<file path="src/core/bthd_cfg.svh">
// Constants for the bus terminal host-side signal block
`ifndef BTHD_CFG_SVH
`define BTHD_CFG_SVH
// Core clock rate in MHz (5 ns period)
`define BTHD_CLK_MHZ 200
// Fail-safe transmitter window in microseconds
`define BTHD_FAILSAFE_US 760
// Width of the fail-safe counter
`define BTHD_TMR_W 18
// Synchronised pins: mclk, grant, four receive lines
`define BTHD_NSYNC 6
// Reset pattern of the synchronisers (grant idles high)
`define BTHD_SYNC_RST 6'h10
// Interrupt event widths
`define BTHD_STD_W 8
`define BTHD_HP_W 8
// DMA word count width and burst limits
`define BTHD_WCNT_W 3
`define BTHD_WORDS_MIN 3'h1
`define BTHD_BURST_MIN 3'h2
`define BTHD_BURST_MAX 3'h6
`endif

</file>
<file path="src/core/bthd_pkg.sv">
// Types shared by the bus terminal host-side signal block
`include "bthd_cfg.svh"
package bthd_pkg;
  // DMA handshake states
  typedef enum logic [1:0] {
    DMA_IDLE,
    DMA_REQ,
    DMA_XFER
  } bthd_dma_st_t;
  // Fail-safe counter value
  typedef logic [`BTHD_TMR_W-1:0] bthd_tmr_t;
  // DMA word count
  typedef logic [`BTHD_WCNT_W-1:0] bthd_wcnt_t;
endpackage

</file>
<file path="src/core/bthd_mem_if.sv">
// Request and answer bundle between core logic and the DMA engine
interface bthd_mem_if;
  import bthd_pkg::*;
  logic       need;   // Core wants a RAM access
  logic       write;  // Access direction, high for write
  bthd_wcnt_t words;  // Words in this cycle, dummy included
  logic       busy;   // Engine owns or waits for the RAM
  logic       done;   // One-cycle pulse when access ends
  modport core (output need, output write, output words,
                input busy, input done);
  modport eng  (input need, input write, input words,
                output busy, output done);
endinterface

</file>
<file path="src/core/bthd_top.sv">
// Host-side signals: interrupts, timers, strobes, biphase pins, DMA
// Behaviour
// Standard level set on any enabled event
// Standard level holds until host clears it
// Standard pulse on each logged entry
// High-priority level set on enabled events
// High-priority level released only by bit resets
// RT transmit starts 760 us fail-safe timer
// New RT command resets the fail-safe timer
// Command strobe from valid command to serviced
// Self-test fail output, RT terminal flag
// Channel indicator shows active or last channel
// Both transmit lines low while channel idle
// Receive takes true and complement pairs
// Request raised for RAM, dropped after grant
// Grant sampled at half-clock rising edge
// Unneeded grant passes to grant out
// Acknowledge low from grant until access done
// Burst flag for two or more words
// Tristate control exactly while driving buses
// Host floats its buses while tristate active
// Half-rate memory clock from memory clock
// Memory cycle lasts two memory clocks
// Strobes after grant, one pulse per word
// True and complement never high together
`include "bthd_cfg.svh"
module bthd_top #(
  // Fail-safe window in core clocks, shorten for simulation
  parameter int unsigned TIMER_CYCLES =
    `BTHD_FAILSAFE_US * `BTHD_CLK_MHZ
) (
  // Clock and reset
  input  wire logic                  clock,
  input  wire logic                  rst,
  // Pins from outside the clock domain
  input  wire logic                  mem_clock_pin,
  input  wire logic                  mem_grant_n,
  input  wire logic                  rx_chan_a_true,
  input  wire logic                  rx_chan_a_comp,
  input  wire logic                  rx_chan_b_true,
  input  wire logic                  rx_chan_b_comp,
  // Core: interrupt events
  input  wire logic [`BTHD_STD_W-1:0] std_events,
  input  wire logic [`BTHD_STD_W-1:0] std_enable,
  input  wire logic                  std_clear,
  input  wire logic                  log_entry,
  input  wire logic [`BTHD_HP_W-1:0]  hp_events,
  input  wire logic [`BTHD_HP_W-1:0]  hp_enable,
  input  wire logic [`BTHD_HP_W-1:0]  hp_clear,
  // Core: terminal state
  input  wire logic                  rt_mode,
  input  wire logic                  tx_start,
  input  wire logic                  cmd_valid,
  input  wire logic                  cmd_done,
  input  wire logic                  bit_fail,
  input  wire logic                  chan_act,
  input  wire logic                  chan_act_a,
  input  wire logic [1:0]            tx_en,
  input  wire logic [1:0]            tx_bit,
  // Core: memory request
  input  wire logic                  mem_need,
  input  wire logic                  mem_write,
  input  wire logic [`BTHD_WCNT_W-1:0] mem_words,
  // Core: answers
  output logic [3:0]                 rx_pairs,
  output logic                       mem_busy,
  output logic                       mem_done,
  output logic                       terminal_flag,
  // Interrupt and status pins
  output logic                       standard_irq_level_n,
  output logic                       standard_irq_pulse_n,
  output logic                       high_priority_irq_n,
  output logic                       tx_failsafe_timer_n,
  output logic                       valid_command_strobe_n,
  output logic                       self_test_fail,
  output logic                       channel_indicator,
  // Biphase transmit pins
  output logic                       tx_chan_a_true,
  output logic                       tx_chan_a_comp,
  output logic                       tx_chan_b_true,
  output logic                       tx_chan_b_comp,
  // DMA pins
  output logic                       mem_request_n,
  output logic                       grant_passthrough_n,
  output logic                       mem_acknowledge_n,
  output logic                       burst,
  output logic                       tristate_control_n,
  output logic                       memory_clock_half,
  output logic                       ram_read_strobe_n,
  output logic                       ram_write_strobe_n
);
  import bthd_pkg::*;

  // ****************************************
  // Pin synchronisers
  // ****************************************
  logic [`BTHD_NSYNC-1:0] pin_raw;  // Raw pin levels
  logic [`BTHD_NSYNC-1:0] sync1_q;  // First stage, read by stage two only
  logic [`BTHD_NSYNC-1:0] sync2_q;  // Settled levels
  logic                   mclk_prev_q; // Memory clock last cycle
  logic                   mclk_rise;   // Memory clock rising edge

  assign pin_raw = {mem_clock_pin, mem_grant_n, rx_chan_b_comp,
                    rx_chan_b_true, rx_chan_a_comp, rx_chan_a_true};

  // Two flops per pin against metastability
  for (genvar i = 0; i < `BTHD_NSYNC; i++) begin : g_sync
    always_ff @(posedge clock) begin
      if (rst) begin
        sync1_q[i] <= 1'(`BTHD_SYNC_RST >> i);
        sync2_q[i] <= 1'(`BTHD_SYNC_RST >> i);
      end else begin
        sync1_q[i] <= pin_raw[i];
        sync2_q[i] <= sync1_q[i];
      end
    end
  end

  // Edge detect on the settled memory clock
  always_ff @(posedge clock) begin
    if (rst) begin
      mclk_prev_q <= 1'b0;
    end else begin
      mclk_prev_q <= sync2_q[5];
    end
  end
  assign mclk_rise = sync2_q[5] & ~mclk_prev_q;
  // Receive pairs handed on as true/complement per channel
  assign rx_pairs  = sync2_q[3:0];

  // ****************************************
  // Interrupt outputs
  // ****************************************
  logic                  std_q, std_d;   // Standard level held
  logic                  stp_q, stp_d;   // Standard pulse, active low
  logic [`BTHD_HP_W-1:0] hps_q, hps_d;   // High-priority status
  logic                  hpl_q, hpl_d;   // High-priority pin, active low
  logic                  std_set;        // Any enabled standard event

  assign std_set = |(std_events & std_enable);

  // Set wins over a clear in the same cycle
  always_comb begin
    std_d = std_q;
    if (std_clear) begin
      std_d = 1'b0;
    end
    if (std_set) begin
      std_d = 1'b1;
    end
    stp_d = ~log_entry;
    hps_d = (hps_q & ~hp_clear) | (hp_events & hp_enable);
    hpl_d = ~|hps_d;
  end

  always_ff @(posedge clock) begin
    if (rst) begin
      std_q <= 1'b0;
      stp_q <= 1'b1;
      hps_q <= '0;
      hpl_q <= 1'b1;
    end else begin
      std_q <= std_d;
      stp_q <= stp_d;
      hps_q <= hps_d;
      hpl_q <= hpl_d;
    end
  end

  assign standard_irq_level_n = ~std_q;
  assign standard_irq_pulse_n = stp_q;
  assign high_priority_irq_n  = hpl_q;

  // ****************************************
  // Fail-safe timer and command strobe
  // ****************************************
  localparam bthd_tmr_t TMR_LAST = bthd_tmr_t'(TIMER_CYCLES - 1);
  bthd_tmr_t tmr_q, tmr_d;   // Cycles since transmit start
  logic      ton_q, ton_d;   // Timer running
  logic      cst_q, cst_d;   // Command being serviced

  // A start in the same cycle as a command keeps the timer on
  always_comb begin
    tmr_d = tmr_q;
    ton_d = ton_q;
    cst_d = cst_q;
    if (!rt_mode) begin
      ton_d = 1'b0;
      cst_d = 1'b0;
    end else begin
      if (ton_q) begin
        tmr_d = tmr_q + 1'b1;
        if (tmr_q == TMR_LAST) begin
          ton_d = 1'b0;
        end
      end
      if (cmd_valid) begin
        ton_d = 1'b0;
      end
      if (tx_start) begin
        ton_d = 1'b1;
        tmr_d = '0;
      end
      if (cmd_done) begin
        cst_d = 1'b0;
      end
      if (cmd_valid) begin
        cst_d = 1'b1;
      end
    end
  end

  always_ff @(posedge clock) begin
    if (rst) begin
      tmr_q <= '0;
      ton_q <= 1'b0;
      cst_q <= 1'b0;
    end else begin
      tmr_q <= tmr_d;
      ton_q <= ton_d;
      cst_q <= cst_d;
    end
  end

  assign tx_failsafe_timer_n    = ~ton_q;
  assign valid_command_strobe_n = ~cst_q;

  // ****************************************
  // Fail, channel and transmit pins
  // ****************************************
  logic       flt_q, flt_d;  // Self-test failure seen
  logic       tfl_q, tfl_d;  // Terminal flag for status word
  logic       cha_q, cha_d;  // High for channel A
  logic [3:0] txp_q, txp_d;  // {b_comp, b_true, a_comp, a_true}

  always_comb begin
    flt_d = bit_fail;
    tfl_d = bit_fail & rt_mode;
    // Last active channel kept when the bus goes quiet
    cha_d = chan_act ? chan_act_a : cha_q;
    // Gating by enable keeps idle low and the pair exclusive
    txp_d = {tx_en[1] & ~tx_bit[1], tx_en[1] & tx_bit[1],
             tx_en[0] & ~tx_bit[0], tx_en[0] & tx_bit[0]};
  end

  always_ff @(posedge clock) begin
    if (rst) begin
      flt_q <= 1'b0;
      tfl_q <= 1'b0;
      cha_q <= 1'b1;
      txp_q <= '0;
    end else begin
      flt_q <= flt_d;
      tfl_q <= tfl_d;
      cha_q <= cha_d;
      txp_q <= txp_d;
    end
  end

  assign self_test_fail    = flt_q;
  assign terminal_flag     = tfl_q;
  assign channel_indicator = cha_q;
  assign tx_chan_a_true    = txp_q[0];
  assign tx_chan_a_comp    = txp_q[1];
  assign tx_chan_b_true    = txp_q[2];
  assign tx_chan_b_comp    = txp_q[3];

  // ****************************************
  // DMA engine
  // ****************************************
  bthd_mem_if mif ();

  assign mif.need  = mem_need;
  assign mif.write = mem_write;
  assign mif.words = mem_words;
  assign mem_busy  = mif.busy;
  assign mem_done  = mif.done;

  // Host must float its buses while tristate is low
  bthd_dma u_dma (
    .clock               (clock),
    .rst                 (rst),
    .mclk_rise           (mclk_rise),
    .grant_n_s           (sync2_q[4]),
    .mem                 (mif.eng),
    .memory_clock_half   (memory_clock_half),
    .mem_request_n       (mem_request_n),
    .mem_acknowledge_n   (mem_acknowledge_n),
    .grant_passthrough_n (grant_passthrough_n),
    .burst               (burst),
    .tristate_control_n  (tristate_control_n),
    .ram_read_strobe_n   (ram_read_strobe_n),
    .ram_write_strobe_n  (ram_write_strobe_n)
  );
endmodule

</file>
<file path="src/core/bthd_dma.sv">
// DMA request, grant, acknowledge and strobe engine
`include "bthd_cfg.svh"
module bthd_dma (
  // Clock and reset
  input  wire logic clock,
  input  wire logic rst,
  // Memory clock rising edge, grant after synchronisers
  input  wire logic mclk_rise,
  input  wire logic grant_n_s,
  // Core request side
  bthd_mem_if.eng   mem,
  // Pins
  output logic      memory_clock_half,
  output logic      mem_request_n,
  output logic      mem_acknowledge_n,
  output logic      grant_passthrough_n,
  output logic      burst,
  output logic      tristate_control_n,
  output logic      ram_read_strobe_n,
  output logic      ram_write_strobe_n
);
  import bthd_pkg::*;

  // ****************************************
  // State
  // ****************************************
  bthd_dma_st_t st_q, st_d;       // Handshake state
  bthd_wcnt_t   left_q, left_d;   // Words still to move
  logic         half_q, half_d;   // Half-rate memory clock
  logic         wr_q, wr_d;       // Direction of this access
  logic         req_q, req_d;     // Request pin, active low
  logic         ack_q, ack_d;     // Acknowledge pin, active low
  logic         gpo_q, gpo_d;     // Grant out pin, active low
  logic         bst_q, bst_d;     // Burst pin
  logic         rd_q, rd_d;       // Read strobe, active low
  logic         wrs_q, wrs_d;     // Write strobe, active low
  logic         done_q, done_d;   // Access finished pulse
  logic         busy_q, busy_d;   // Engine not idle, registered
  logic         half_rise;        // Memory cycle boundary
  logic         half_fall;        // Middle of a memory cycle
  logic         grant;            // Grant present
  bthd_wcnt_t   words;            // Clamped word count

  assign half_rise = mclk_rise & ~half_q;
  assign half_fall = mclk_rise & half_q;
  assign grant     = ~grant_n_s;

  // Count clamp: zero means one word, never past five plus dummy
  always_comb begin
    if (mem.words < `BTHD_WORDS_MIN) begin
      words = `BTHD_WORDS_MIN;
    end else if (mem.words > `BTHD_BURST_MAX) begin
      words = `BTHD_BURST_MAX;
    end else begin
      words = mem.words;
    end
  end

  // ****************************************
  // Next-state logic
  // ****************************************
  always_comb begin
    st_d   = st_q;
    left_d = left_q;
    wr_d   = wr_q;
    req_d  = req_q;
    ack_d  = ack_q;
    bst_d  = bst_q;
    rd_d   = rd_q;
    wrs_d  = wrs_q;
    done_d = 1'b0;
    half_d = mclk_rise ? ~half_q : half_q;
    // Unused grant goes on down the chain
    gpo_d  = ~(grant & (st_q == DMA_IDLE) & ~mem.need);
    unique case (st_q)
      DMA_IDLE: begin
        if (mem.need) begin
          req_d  = 1'b0;
          left_d = words;
          wr_d   = mem.write;
          st_d   = DMA_REQ;
        end
      end
      DMA_REQ: begin
        // Grant only counts at a half-clock rising edge
        if (half_rise && grant) begin
          req_d = 1'b1;
          ack_d = 1'b0;
          bst_d = (left_q >= `BTHD_BURST_MIN);
          rd_d  = wr_q;
          wrs_d = ~wr_q;
          st_d  = DMA_XFER;
        end
      end
      DMA_XFER: begin
        // One word per two memory clocks, strobe in first half
        if (half_fall) begin
          rd_d  = 1'b1;
          wrs_d = 1'b1;
        end
        if (half_rise) begin
          left_d = left_q - 1'b1;
          if (left_q == `BTHD_WORDS_MIN) begin
            ack_d  = 1'b1;
            bst_d  = 1'b0;
            done_d = 1'b1;
            st_d   = DMA_IDLE;
          end else begin
            rd_d  = wr_q;
            wrs_d = ~wr_q;
          end
        end
      end
      default: st_d = DMA_IDLE;
    endcase
    // Busy follows the next state so the pin comes from a flop
    busy_d = (st_d != DMA_IDLE);
  end

  // Registers only
  always_ff @(posedge clock) begin
    if (rst) begin
      st_q   <= DMA_IDLE;
      left_q <= '0;
      half_q <= 1'b0;
      wr_q   <= 1'b0;
      req_q  <= 1'b1;
      ack_q  <= 1'b1;
      gpo_q  <= 1'b1;
      bst_q  <= 1'b0;
      rd_q   <= 1'b1;
      wrs_q  <= 1'b1;
      done_q <= 1'b0;
      busy_q <= 1'b0;
    end else begin
      st_q   <= st_d;
      left_q <= left_d;
      half_q <= half_d;
      wr_q   <= wr_d;
      req_q  <= req_d;
      ack_q  <= ack_d;
      gpo_q  <= gpo_d;
      bst_q  <= bst_d;
      rd_q   <= rd_d;
      wrs_q  <= wrs_d;
      done_q <= done_d;
      busy_q <= busy_d;
    end
  end

  assign memory_clock_half   = half_q;
  assign mem_request_n       = req_q;
  assign mem_acknowledge_n   = ack_q;
  assign grant_passthrough_n = gpo_q;
  assign burst               = bst_q;
  // Buses are driven exactly while acknowledged
  assign tristate_control_n  = ack_q;
  assign ram_read_strobe_n   = rd_q;
  assign ram_write_strobe_n  = wrs_q;
  assign mem.busy            = busy_q;
  assign mem.done            = done_q;

  logic [2:0] nstb_q; // Strobes seen in this acknowledge
  // Cleared only between accesses, so the first strobe counts too
  always_ff @(posedge clock) begin
    if (rst || (ack_q && ack_d)) begin
      nstb_q <= '0;
    end else if (!(rd_d & wrs_d) && (rd_q & wrs_q)) begin
      nstb_q <= nstb_q + 1'b1;
    end
  end
endmodule

</file>
<file path="config.mk">
export PLATFORM = sky130hd
export DESIGN_NAME = bthd_top
export DESIGN_NICKNAME = d
export VERILOG_FILES = /design/src/core/bthd_pkg.sv /design/src/core/bthd_mem_if.sv /design/src/core/bthd_top.sv /design/src/core/bthd_dma.sv
export VERILOG_INCLUDE_DIRS = /design/src /design/src/core
export SDC_FILE = /design/constraint.sdc
export NUM_CORES = 1
export LEC_CHECK = 0
export BUFFER_PORTS_ARGS = -buffer_cell sky130_fd_sc_hd__buf_2
export CORE_ASPECT_RATIO = 1.4
export CORE_MARGIN = 1
export CORE_UTILIZATION = 49
export CTS_CLUSTER_SIZE = 40
export DETAILED_ROUTE_END_ITERATION = 16
export PLACE_DENSITY = 0.78
export SETUP_SLACK_MARGIN = 0.05
export SYNTH_ARGS = -nofsm -noshare
export SYNTH_HDL_FRONTEND = slang
export SYNTH_HIERARCHICAL = 1
export SYNTH_SLANG_ARGS = --single-unit
</file>
<file path="constraint.sdc">
create_clock -name clock -period 2.1 [get_ports clock]
set_clock_uncertainty 0.1 [all_clocks]
set_input_delay 0.315 -clock clock [delete_from_list [all_inputs] [get_ports clock]]
set_output_delay 0.315 -clock clock [all_outputs]
set_load 0.005 [all_outputs]
</file>
==> impl_results.md, run 1 <==
- RSZ-0062 raised after global routing: no
- Final GP Congestion: 0.874
- Synthesized flop and latch total: 66
- Largest area contributor in the netlist: dfxtp_1
- Slowest stage cell, crit path: or4_4
- EDFF count, synth: 0
- Clk network pwr share: 38.8%
- HPWL Detailed: 4.30 mm
- CTS tree: done
- DR WL/cell: 13.2 microns
- P_leak: 0.00143 uW
- Async SR Flop Fraction: 0%
- Hold bufs inserted after CTS: 0
- Top post-synthesis cells by area: dfxtp_1, nor2_1, nor2b_1, a21oi_1, xnor2_1
- Worst Path Required: 2.27 ns
- Type of element capturing the critical path: flip-flop
- Net Sw Frac: 25.3%
- ANT nets after route: 0
- Final min period: 1.98 ns
- Final Power: 2490 uW
- Root cell of the clock tree: clkbuf_8
- P_int: 1860 uW
- Core area: 5200 sq um
- Hold Violations, Final: 0
- Mapped Area: 2670 sq um
- Mapped Avg Cell Area: 9.06 sq um
- Row count: 31
- Die ar.: 5760 sq um
- Port Buf Inserts: 91
- Crit start category: flip-flop
- Net Count, Synth: 365
- IO Pins: 92
- Longest Clk Path Bufs: 2
- CTS H-tree depth: 3
- Number of post-CTS setup repair buffers: 0
- Combinational power share: 8.5%
- Hold Crit Class: input port to flip-flop
- Final setup vio count: 0
- Power density over cell area: 746 nW/um^2
- Starting Density: 51.4%
- Psw: 631 uW
- First-pass GRT wire length: 9.25 mm
- CP Max Fanout: 5
- Routed WL: 6.06 mm
- Worst-Skew Late Latency: 0.34 ns
- Vias per cell: 5.36
- CTS Buf Count: 9
- Final period utilization: 94.4%
- Vias in the first global route: 2179
- Sequential power share: 52.7%
- Clock-pin slew on the worst setup and hold paths: 0.08 ns
- Vias: 2454
- Layout Nets: 457
- Footprint of the multi-input gates: 1210 sq um
- Worst rel slew slack: 69.6%
- Drc violations: 0
- Initial antenna violation count: 0
- Starting DRT DRC Count: 160
- Die width: 64.4 microns
- Largest net degree at the start of global routing: 30
- Worst endpoint data arrival time: 2.16 ns
- YS warnings: 6
- Sequential share of the synthesized area: 49.4%
- Clock sink total: 66
- FMAX: 504 MHz
- Final max-slew violation count: 0
- Worst Tran Pin Value: 0.452 ns
- Status: completed
- Synth Flop Type: dfxtp_1
- Max Cap Viol: 0
- VDD IR max: 0.483 mV
- Library cells used by synthesis: 52
- DRT Pass-1 Iters: 5
- GRT Util Overall: 21.5%
- Critical path cell sequence: nand4_1 -> or4_4 -> or4_1 -> a21oi_1
- Fin Setup TNS: 0 ns
- P&R area growth vs syn: 25.0%
- Filler cells: 452
- DIE HEIGHT: 89.4 microns
- Cts repair resizes: 0
- Critical Path Max Stage Delay: 0.54 ns
- Gr ovfl total: 0
- Synth top area share: 49.4%
- Reg area: 1320 sq um
- Critical path class: flip-flop to flip-flop
- N_diodes: 0
- Post-Syn Instances: 295
- Fraction of layout cells with a size suffix above 1: 30.4%
-- critical path, delay by kind of cell, from the launching register on --
kind / cells / cell delay (ns)
compound gates: 1 / 0.14
simple gates: 3 / 1.22
flops: 1 / 0.46
-- path summary, 6_finish.rpt --
kind,start,endpoint,slack [ns],cells past startpoint
worst max-delay path,tmr_q[5],tmr_q[17],0.12,4
worst min-delay path,tx_bit[0],txp_q[1],0.03,2
worst max register to register,tmr_q[5],tmr_q[17],0.12,4
worst min register to register,sync1_q[4],sync2_q[4],0.31,1
-- logic make-up after synthesis --
logic type	synth area share [%]
compound gates	14.0
xor+xnor	3.60
fa+ha+maj	1.87
buf+inv	5.38
flops	49.4
mux	0.374
simple gates	25.4
-- through the flow --
step,util [%],area (sq um),setup WS (ns),std cells,hold WS (ns)
after floorplan,-,2670,0.319,295,0.289
after detailed placement,60.8,3160,0.232,442,0.295
final,64.3,3340,0.117,458,0.0331
after global placement,60.8,3160,0.264,442,0.297
after CTS,64.3,3340,0.187,458,0.0163
after global routing,64.3,3340,0.0860,458,0.0165
-- registers in the layout, indices dropped and copies added (netlist names), 2 cells and up --
register,cells
sync1_q,6
hps_q,8
tmr_q,18
txp_q,4
u_dma/left_q,3
sync2_q,2
u_dma/st_q,2
rx_pairs,4
-- synth_stat cells (6+ instances only) --
| master | instances |
|---|---|
| inv_1 | 17 |
| a22oi_1 | 10 |
| a21oi_1 | 18 |
| nand2b_1 | 6 |
| clkbuf_1 | 7 |
| nand4_1 | 7 |
| xnor2_1 | 9 |
| nor4_1 | 7 |
| nand3_1 | 6 |
| nand2_1 | 20 |
| dfxtp_1 | 66 |
| nor2b_1 | 17 |
| nor2_1 | 34 |
-- power groups by stage --
| stage | Combinational (uW) | Sequential [uW] | Clock [uW] |
|---|---|---|---|
| after floorplan | 107 | 1340 | 0 |
| after global placement | 207 | 1340 | 0 |
| after detailed placement | 212 | 1340 | 0 |
| after CTS | 214 | 1310 | 985 |
| after global routing | 237 | 1320 | 1060 |
| final | 212 | 1310 | 968 |
-- layout make-up --
| type | count | share of cell area [%] |
|---|---|---|
| multi-input cells | 198 | 36.2 |
| well taps | 66 | 2.47 |
| repair buffers | 95 | 14.5 |
| flip-flops and latches | 66 | 39.5 |
| clock inverters | 6 | 1.27 |
| clock buffers | 10 | 4.12 |
| inverters | 17 | 1.91 |
-- cells in the final DEF, fill, tap and decap left out, types with 3 or more instances in the layout --
master,netlist,routed
a211o_1,3,3
a21oi_1,18,18
a22oi_1,10,10
a31oi_1,3,3
buf_2,1,91
buf_4,5,4
clkbuf_8,0,10
dfxtp_1,66,66
ha_1,4,4
inv_1,17,17
nand2_1,20,20
nand2b_1,6,6
nand3_1,6,6
nand4_1,7,7
nor2_1,34,34
nor2b_1,17,17
nor3_1,5,5
nor4_1,7,7
o21ai_0,5,5
or2_2,3,3
or3_1,3,3
or4_1,3,3
xnor2_1,9,9
-- per-layer routing --
metal,global-route usage [%],vias up,part of all wire [%]
li1,-,1207,-
met1,22.5,1128,40
met2,36.7,95,51
met3,6.51,24,5.6
met4,15.6,0,4.2
met5,0,-,0
No activity file was read; power rests on OpenSTA's default activity.
==> run 2, diff against run 1 <==
--- a/config.mk
+++ b/config.mk
@@ -6,12 +6,12 @@
 export SDC_FILE = /design/constraint.sdc
 export NUM_CORES = 1
 export LEC_CHECK = 0
-export BUFFER_PORTS_ARGS = -buffer_cell sky130_fd_sc_hd__buf_2
 export CORE_ASPECT_RATIO = 1.4
 export CORE_MARGIN = 1
-export CORE_UTILIZATION = 49
+export CORE_UTILIZATION = 62
 export CTS_CLUSTER_SIZE = 40
 export DETAILED_ROUTE_END_ITERATION = 16
+export DONT_BUFFER_PORTS = 1
 export PLACE_DENSITY = 0.78
 export SETUP_SLACK_MARGIN = 0.05
 export SYNTH_ARGS = -nofsm -noshare
==> run 2 against run 1 <==
The flow now finishes with violations (DRC). First-iteration DRC count down 11%. Non-clock buffer count fell by 79. Critical path depth is the same. Critical endpoint unchanged. Largest power group unchanged.
==> impl_results.md, run 2 (synthesis gave the netlist of run 1 again) <==
- Status: complete, but fails checks
- Violated checks: DRC
- Setup WS pre-CTS: 0.243 ns (+0.0115 ns)
- CP Max Fanout: 5 (unchanged)
- Vias per cell: 6.05 (+13%)
- Most common cell after layout, fill and taps aside: dfxtp_1
- Clock-pin slew on the worst setup and hold paths: 0.08 ns (about the same)
- Clock sink total: 66 (unchanged)
- GRT Util Overall: 26.0% (+4.5 points)
- Most frequent cells in the layout: dfxtp_1, nor2_1, nand2_1
- Row count: 27 (-13%)
- Initial antenna violation count: 0 (unchanged)
- CTS H-tree depth: 3 (unchanged)
- Final min period: 1.88 ns (-0.107 ns)
- Final max-slew violation count: 0 (unchanged)
- Hold Crit Class: input port to flip-flop
- Final period utilization: 89.3% (-5.1 points)
- Die width: 57.5 microns (-11%)
- N_diodes: 0 (unchanged)
- Worst endpoint data arrival time: 2.05 ns (-0.11 ns)
- Routed WL: 5.72 mm (-5.6%)
- DRT Pass-1 Iters: 10 (+5)
- Final setup vio count: 0 (unchanged)
- HPWL Detailed: 3.73 mm (-13%)
- Vias: 2155 (-12%)
- Reg area: 1320 sq um (unchanged)
- Combinational power share: 5.6% (-2.9 points)
- RSZ-0062 raised after global routing: no
- CTS Buf Count: 9 (unchanged)
- Psw: 616 uW (-2.4%)
- Footprint of the multi-input gates: 1210 sq um (unchanged)
- Drc violations: 3 (+3)
- IO Pins: 92 (unchanged)
- Core area: 4020 sq um (-23%)
- Worst Slack Setup Final: 0.224 ns (+0.107 ns)
- Clk network pwr share: 44.9% (+6.1 points)
- Port Buf Inserts: 0 (-100%)
- Crit start category: flip-flop
- Largest net degree at the start of global routing: 43 (+43%)
- Fin util: 75.5% (+11 points)
- Type of element capturing the critical path: flip-flop
- Filler cells: 298 (-34%)
- WHS Path Cells: 1 (-1)
- Worst Path Required: 2.27 ns (about the same)
- Starting Density: 66.5% (+15 points)
- Hold Violations, Final: 0 (unchanged)
- Layout Nets: 378 (-17%)
- Top Registers: tmr_q x18, hps_q x8, sync1_q x6
- DIE HEIGHT: 79.7 microns (-11%)
- Worst-Skew Late Latency: 0.34 ns (about the same)
- Fraction of layout cells with a size suffix above 1: 8.95% (-21 points)
- Hold bufs inserted after CTS: 13 (+13)
- Sequential power share: 49.6% (-3.1 points)
- Max reg flops: 18 (unchanged)
- Root cell of the clock tree: clkbuf_8
- Die ar.: 4580 sq um (-20%)
- Placed instance count: 327 (-26%)
- P_leak: 0.00114 uW (-20%)
- FMAX: 533 MHz (+5.7%)
- Cts repair resizes: 0 (unchanged)
- Number of post-CTS setup repair buffers: 0 (unchanged)
- Power density over cell area: 877 nW/um^2 (+18%)
- CTS tree: done
- Worst Tran Pin Value: 0.434 ns (-0.0177 ns)
- Starting DRT DRC Count: 142 (-11%)
- P_int: 2050 uW (+9.9%)
- Final GP Congestion: 0.871 (-0.29%)
- Longest Clk Path Bufs: 2 (unchanged)
- Fin Setup TNS: 0 ns (unchanged)
- DR WL/cell: 16.1 microns (+21%)
- Worst rel slew slack: 71.0% (+1.4 points)
- VDD IR max: 0.614 mV (+27%)
- Critical path class: flip-flop to flip-flop
- Net Sw Frac: 23.1% (-2.2 points)
- First-pass GRT wire length: 8.91 mm (-3.6%)
- Max Cap Viol: 0 (unchanged)
- P&R area growth vs syn: 13.5%
- ANT nets after route: 0 (unchanged)
- Biggest register: tmr_q
- Vias in the first global route: 2036 (-6.6%)
- Final Non-Filler Cells: 356 (-22%)
- Gr ovfl total: 0 (unchanged)
- Depth of the worst register-to-register path: 4 (unchanged)
run 2: changes by cell type in the layout (fill, tap and decap cells not counted), sizes merged:
cell         delta
dlygate4sd3    +12
buf            -91
clkbuf          -1
clkinvlp        -2
inv             +2
bufinv          +2
clkinv          -1
run 2: per-layer routing:
metal | GRT usage [%] | wire length [microns] | vias up
met5 | 0 | 0 | -
met3 | 7.78 | 410 | 12
met1 | 27.3 | 2060 | 997
met4 | 13.9 | 125 | 0
met2 | 45.8 | 3120 | 96
li1 | - | - | 1050
run 2: critical path, stage by stage (launching register included):
cell and delay, ns:
dfxtp_1 0.42, nand4_1 0.16, or4_4 0.52, or4_1 0.47, a21oi_1 0.14
run 2: power groups by stage:
stage / sequential [uW] / combinational (uW) / clock (uW)
after floorplan: 1340 / 107 / 0
after global placement: 1350 / 109 / 0
after detailed placement: 1350 / 112 / 0
after CTS: 1320 / 147 / 1210
after global routing: 1320 / 163 / 1280
final: 1320 / 148 / 1190
run 2: stage by stage:
step	total power [uW]	hold slack, ns	area [sq um]
after floorplan	1450	0.289	2670
after global placement	1460	0.288	2670
after detailed placement	1460	0.290	2670
after CTS	2680	0.00379	3030
after global routing	2760	0.00855	3030
final	2660	0.0188	3030
run 2: final timing paths:
path	startpoint	endpoint	slack, ns
max	tmr_q[6]	tmr_q[17]	0.22
min	mem_clock_pin	sync1_q[5]	0.02
max reg2reg	tmr_q[6]	tmr_q[17]	0.22
min reg2reg	sync1_q[4]	sync2_q[4]	0.31
run 2: layout make-up:
cell class | instances | share of cell area [%]
clock buffers | 9 | 4.08
well taps | 43 | 1.77
repair buffers | 16 | 5.36
inverters | 17 | 2.10
multi-input cells | 198 | 39.8
flip-flops and latches | 66 | 43.5
clock inverters | 7 | 3.30
==> run 3, diff against run 2 <==
--- a/config.mk
+++ b/config.mk
@@ -12,6 +12,7 @@
 export CTS_CLUSTER_SIZE = 40
 export DETAILED_ROUTE_END_ITERATION = 16
 export DONT_BUFFER_PORTS = 1
+export HOLD_SLACK_MARGIN = 0.05
 export PLACE_DENSITY = 0.78
 export SETUP_SLACK_MARGIN = 0.05
 export SYNTH_ARGS = -nofsm -noshare
==> run 3 against run 2 <==
Clock-buffer cell count unchanged. Critical path depth unchanged. The run still ends with DRC left. Worst hold slack improved by 0.029 ns. Sequential share of layout area down 2.6 points. Global-route usage up 4.5 points.
==> impl_results.md, run 3 (synthesis gave the netlist of run 1 again) <==
- Status: complete, but fails checks
- Violated checks: DRC
- Combinational power share: 7.0% (+1.4 points)
- Clock sink total: 66 (unchanged)
- FMAX: 529 MHz (-0.76%)
- GRT Util Overall: 30.6% (+4.5 points)
- Max reg flops: 18 (unchanged)
- Footprint of the multi-input gates: 1210 sq um (unchanged)
- CTS tree: done
- Routed WL: 6.60 mm (+15%)
- First-pass GRT wire length: 10.3 mm (+15%)
- Starting Density: 66.5% (unchanged)
- CP Max Fanout: 6 (+1)
- Worst-Skew Late Latency: 0.34 ns (about the same)
- RSZ-0062 raised after global routing: no
- Sequential power share: 48.6% (-1.0 points)
- Type of element capturing the critical path: flip-flop
- DR WL/cell: 17.6 microns (+9.5%)
- DRT Pass-1 Iters: 10 (unchanged)
- Die ar.: 4580 sq um (unchanged)
- Initial antenna violation count: 0 (unchanged)
- Final GP Congestion: 0.871 (unchanged)
- Worst endpoint data arrival time: 2.07 ns (+0.02 ns)
- Reg2Reg Launch Point: tmr_q[0]
- Worst Slack Setup Final: 0.210 ns (-0.0144 ns)
- Fin Setup TNS: 0 ns (unchanged)
- Critical path class: flip-flop to flip-flop
- Hold EP: hps_q[4]
- Clock-pin slew on the worst setup and hold paths: 0.08 ns (about the same)
- P_leak: 0.00122 uW (+6.8%)
- Die width: 57.5 microns (unchanged)
- Final setup vio count: 0 (unchanged)
- P_int: 2070 uW (+1.2%)
- CTS H-tree depth: 3 (unchanged)
- Fraction of layout cells with a size suffix above 1: 8.43% (-0.51 points)
- Core area: 4020 sq um (unchanged)
- VDD IR max: 0.656 mV (+6.8%)
- Power density over cell area: 843 nW/um^2 (-3.9%)
- Final period utilization: 90.0% (+0.69 points)
- Clk network pwr share: 44.5% (-0.4 points)
- Max Cap Viol: 0 (unchanged)
- Starting DRT DRC Count: 135 (-4.9%)
- Final Non-Filler Cells: 375 (+5.3%)
- Placed instance count: 327 (unchanged)
- Layout Nets: 397 (+5.0%)
- Psw: 646 uW (+4.9%)
- P&R area growth vs syn: 20.6%
- Filler cells: 263 (-12%)
- Setup WS pre-CTS: 0.243 ns (unchanged)
- DIE HEIGHT: 79.7 microns (unchanged)
- R2R Path End: tmr_q[17]
- Final max-slew violation count: 0 (unchanged)
- CTS Buf Count: 9 (unchanged)
- Worst Tran Pin Value: 0.439 ns (+0.00511 ns)
- Most common cell after layout, fill and taps aside: dfxtp_1
- Worst rel slew slack: 70.6% (-0.36 points)
- Port Buf Inserts: 0 (unchanged)
- N_diodes: 0 (unchanged)
- Vias in the first global route: 2280 (+12%)
- Root cell of the clock tree: clkbuf_8
- Gr ovfl total: 0 (unchanged)
- Crit start category: flip-flop
- Drc violations: 3 (unchanged)
- Vias: 2243 (+4.1%)
- Worst Path Required: 2.28 ns (about the same)
- IO Pins: 92 (unchanged)
- R2r setup slk: 0.21 ns (about the same)
- Biggest register: tmr_q
- Largest net degree at the start of global routing: 46 (+7.0%)
- Number of post-CTS setup repair buffers: 0 (unchanged)
- Dpl cell area: 2670 sq um (unchanged)
- Most frequent cells in the layout: dfxtp_1, nor2_1, dlygate4sd3_1
- Top Registers: tmr_q x18, hps_q x8, sync1_q x6
- Final instance area: 3220 sq um (+6.3%)
- Net Sw Frac: 23.8% (+0.64 points)
- Reg area: 1320 sq um (unchanged)
- Min-delay src: hp_events[4]
- Final min period: 1.89 ns (+0.0144 ns)
- Vias per cell: 5.98 (-1.2%)
- HPWL Detailed: 3.73 mm (unchanged)
- WHS Path Cells: 2 (+1)
- Hold Crit Class: input port to flip-flop
- Row count: 27 (unchanged)
- Longest Clk Path Bufs: 2 (unchanged)
- Depth of the worst register-to-register path: 4 (unchanged)
- ANT nets after route: 0 (unchanged)
- Final Power: 2720 uW (+2.1%)
- Hold Violations, Final: 0 (unchanged)
run 3: final cells by class:
type | count | share of cell area [%]
Sequential cell | 66 | 41.0
Multi-Input combinational cell | 198 | 37.5
Timing Repair Buffer | 35 | 10.9
Clock buffer | 9 | 3.84
Clock inverter | 7 | 3.10
Inverter | 17 | 1.98
Tap cell | 43 | 1.67
run 3: power groups by stage:
stage          logic, uW  clock network, uW  registers (uW)
6_report             189               1210            1320
5_1_grt              204               1280            1320
4_1_cts              178               1210            1320
3_5_place_dp         112                  0            1350
3_3_place_gp         109                  0            1350
2_1_floorplan        107                  0            1340
run 3: repair_timing:
| item | CTS | global route |
|---|---|---|
| gates resized for setup | 0 | 0 |
| setup endpoints to repair | 0 | 0 |
| hold buffers | 32 | 0 |
| hold endpoints to repair | 49 | 0 |
run 3: critical path, cell delays in order, from the launching register on:
cell and delay, ns:
dfxtp_1 0.40, nand3_2 0.14, or4_4 0.57, or4_1 0.47, a21oi_1 0.14
run 3: worst max path at each step:
stage	from	to	slack [ns]	cells past startpoint
after global routing	tmr_q[0]	tmr_q[10]	0.1	5
after floorplan	tmr_q[2]	tmr_q[17]	0.32	4
after global placement	tmr_q[2]	tmr_q[17]	0.27	4
after detailed placement	tmr_q[0]	tmr_q[17]	0.24	4
final	tmr_q[0]	tmr_q[17]	0.21	4
after CTS	tmr_q[0]	tmr_q[17]	0.23	4
run 3: per-stage QoR:
stage / hold slack [ns] / utilization [%]
after floorplan: 0.289 / -
after global placement: 0.288 / 66.4
after detailed placement: 0.290 / 66.4
after CTS: 0.0513 / 80.2
after global routing: 0.0511 / 80.2
final: 0.0476 / 80.2
run 3: layer usage:
metal	global-route usage [%]	vias up	wire length (microns)	part of all wire, %
met4	19.0	0	238	3.6
met1	28.8	1048	2250	34
met3	8.10	24	370	5.6
met5	0	-	0	0
met2	56.9	83	3740	57
li1	-	1088	-	-
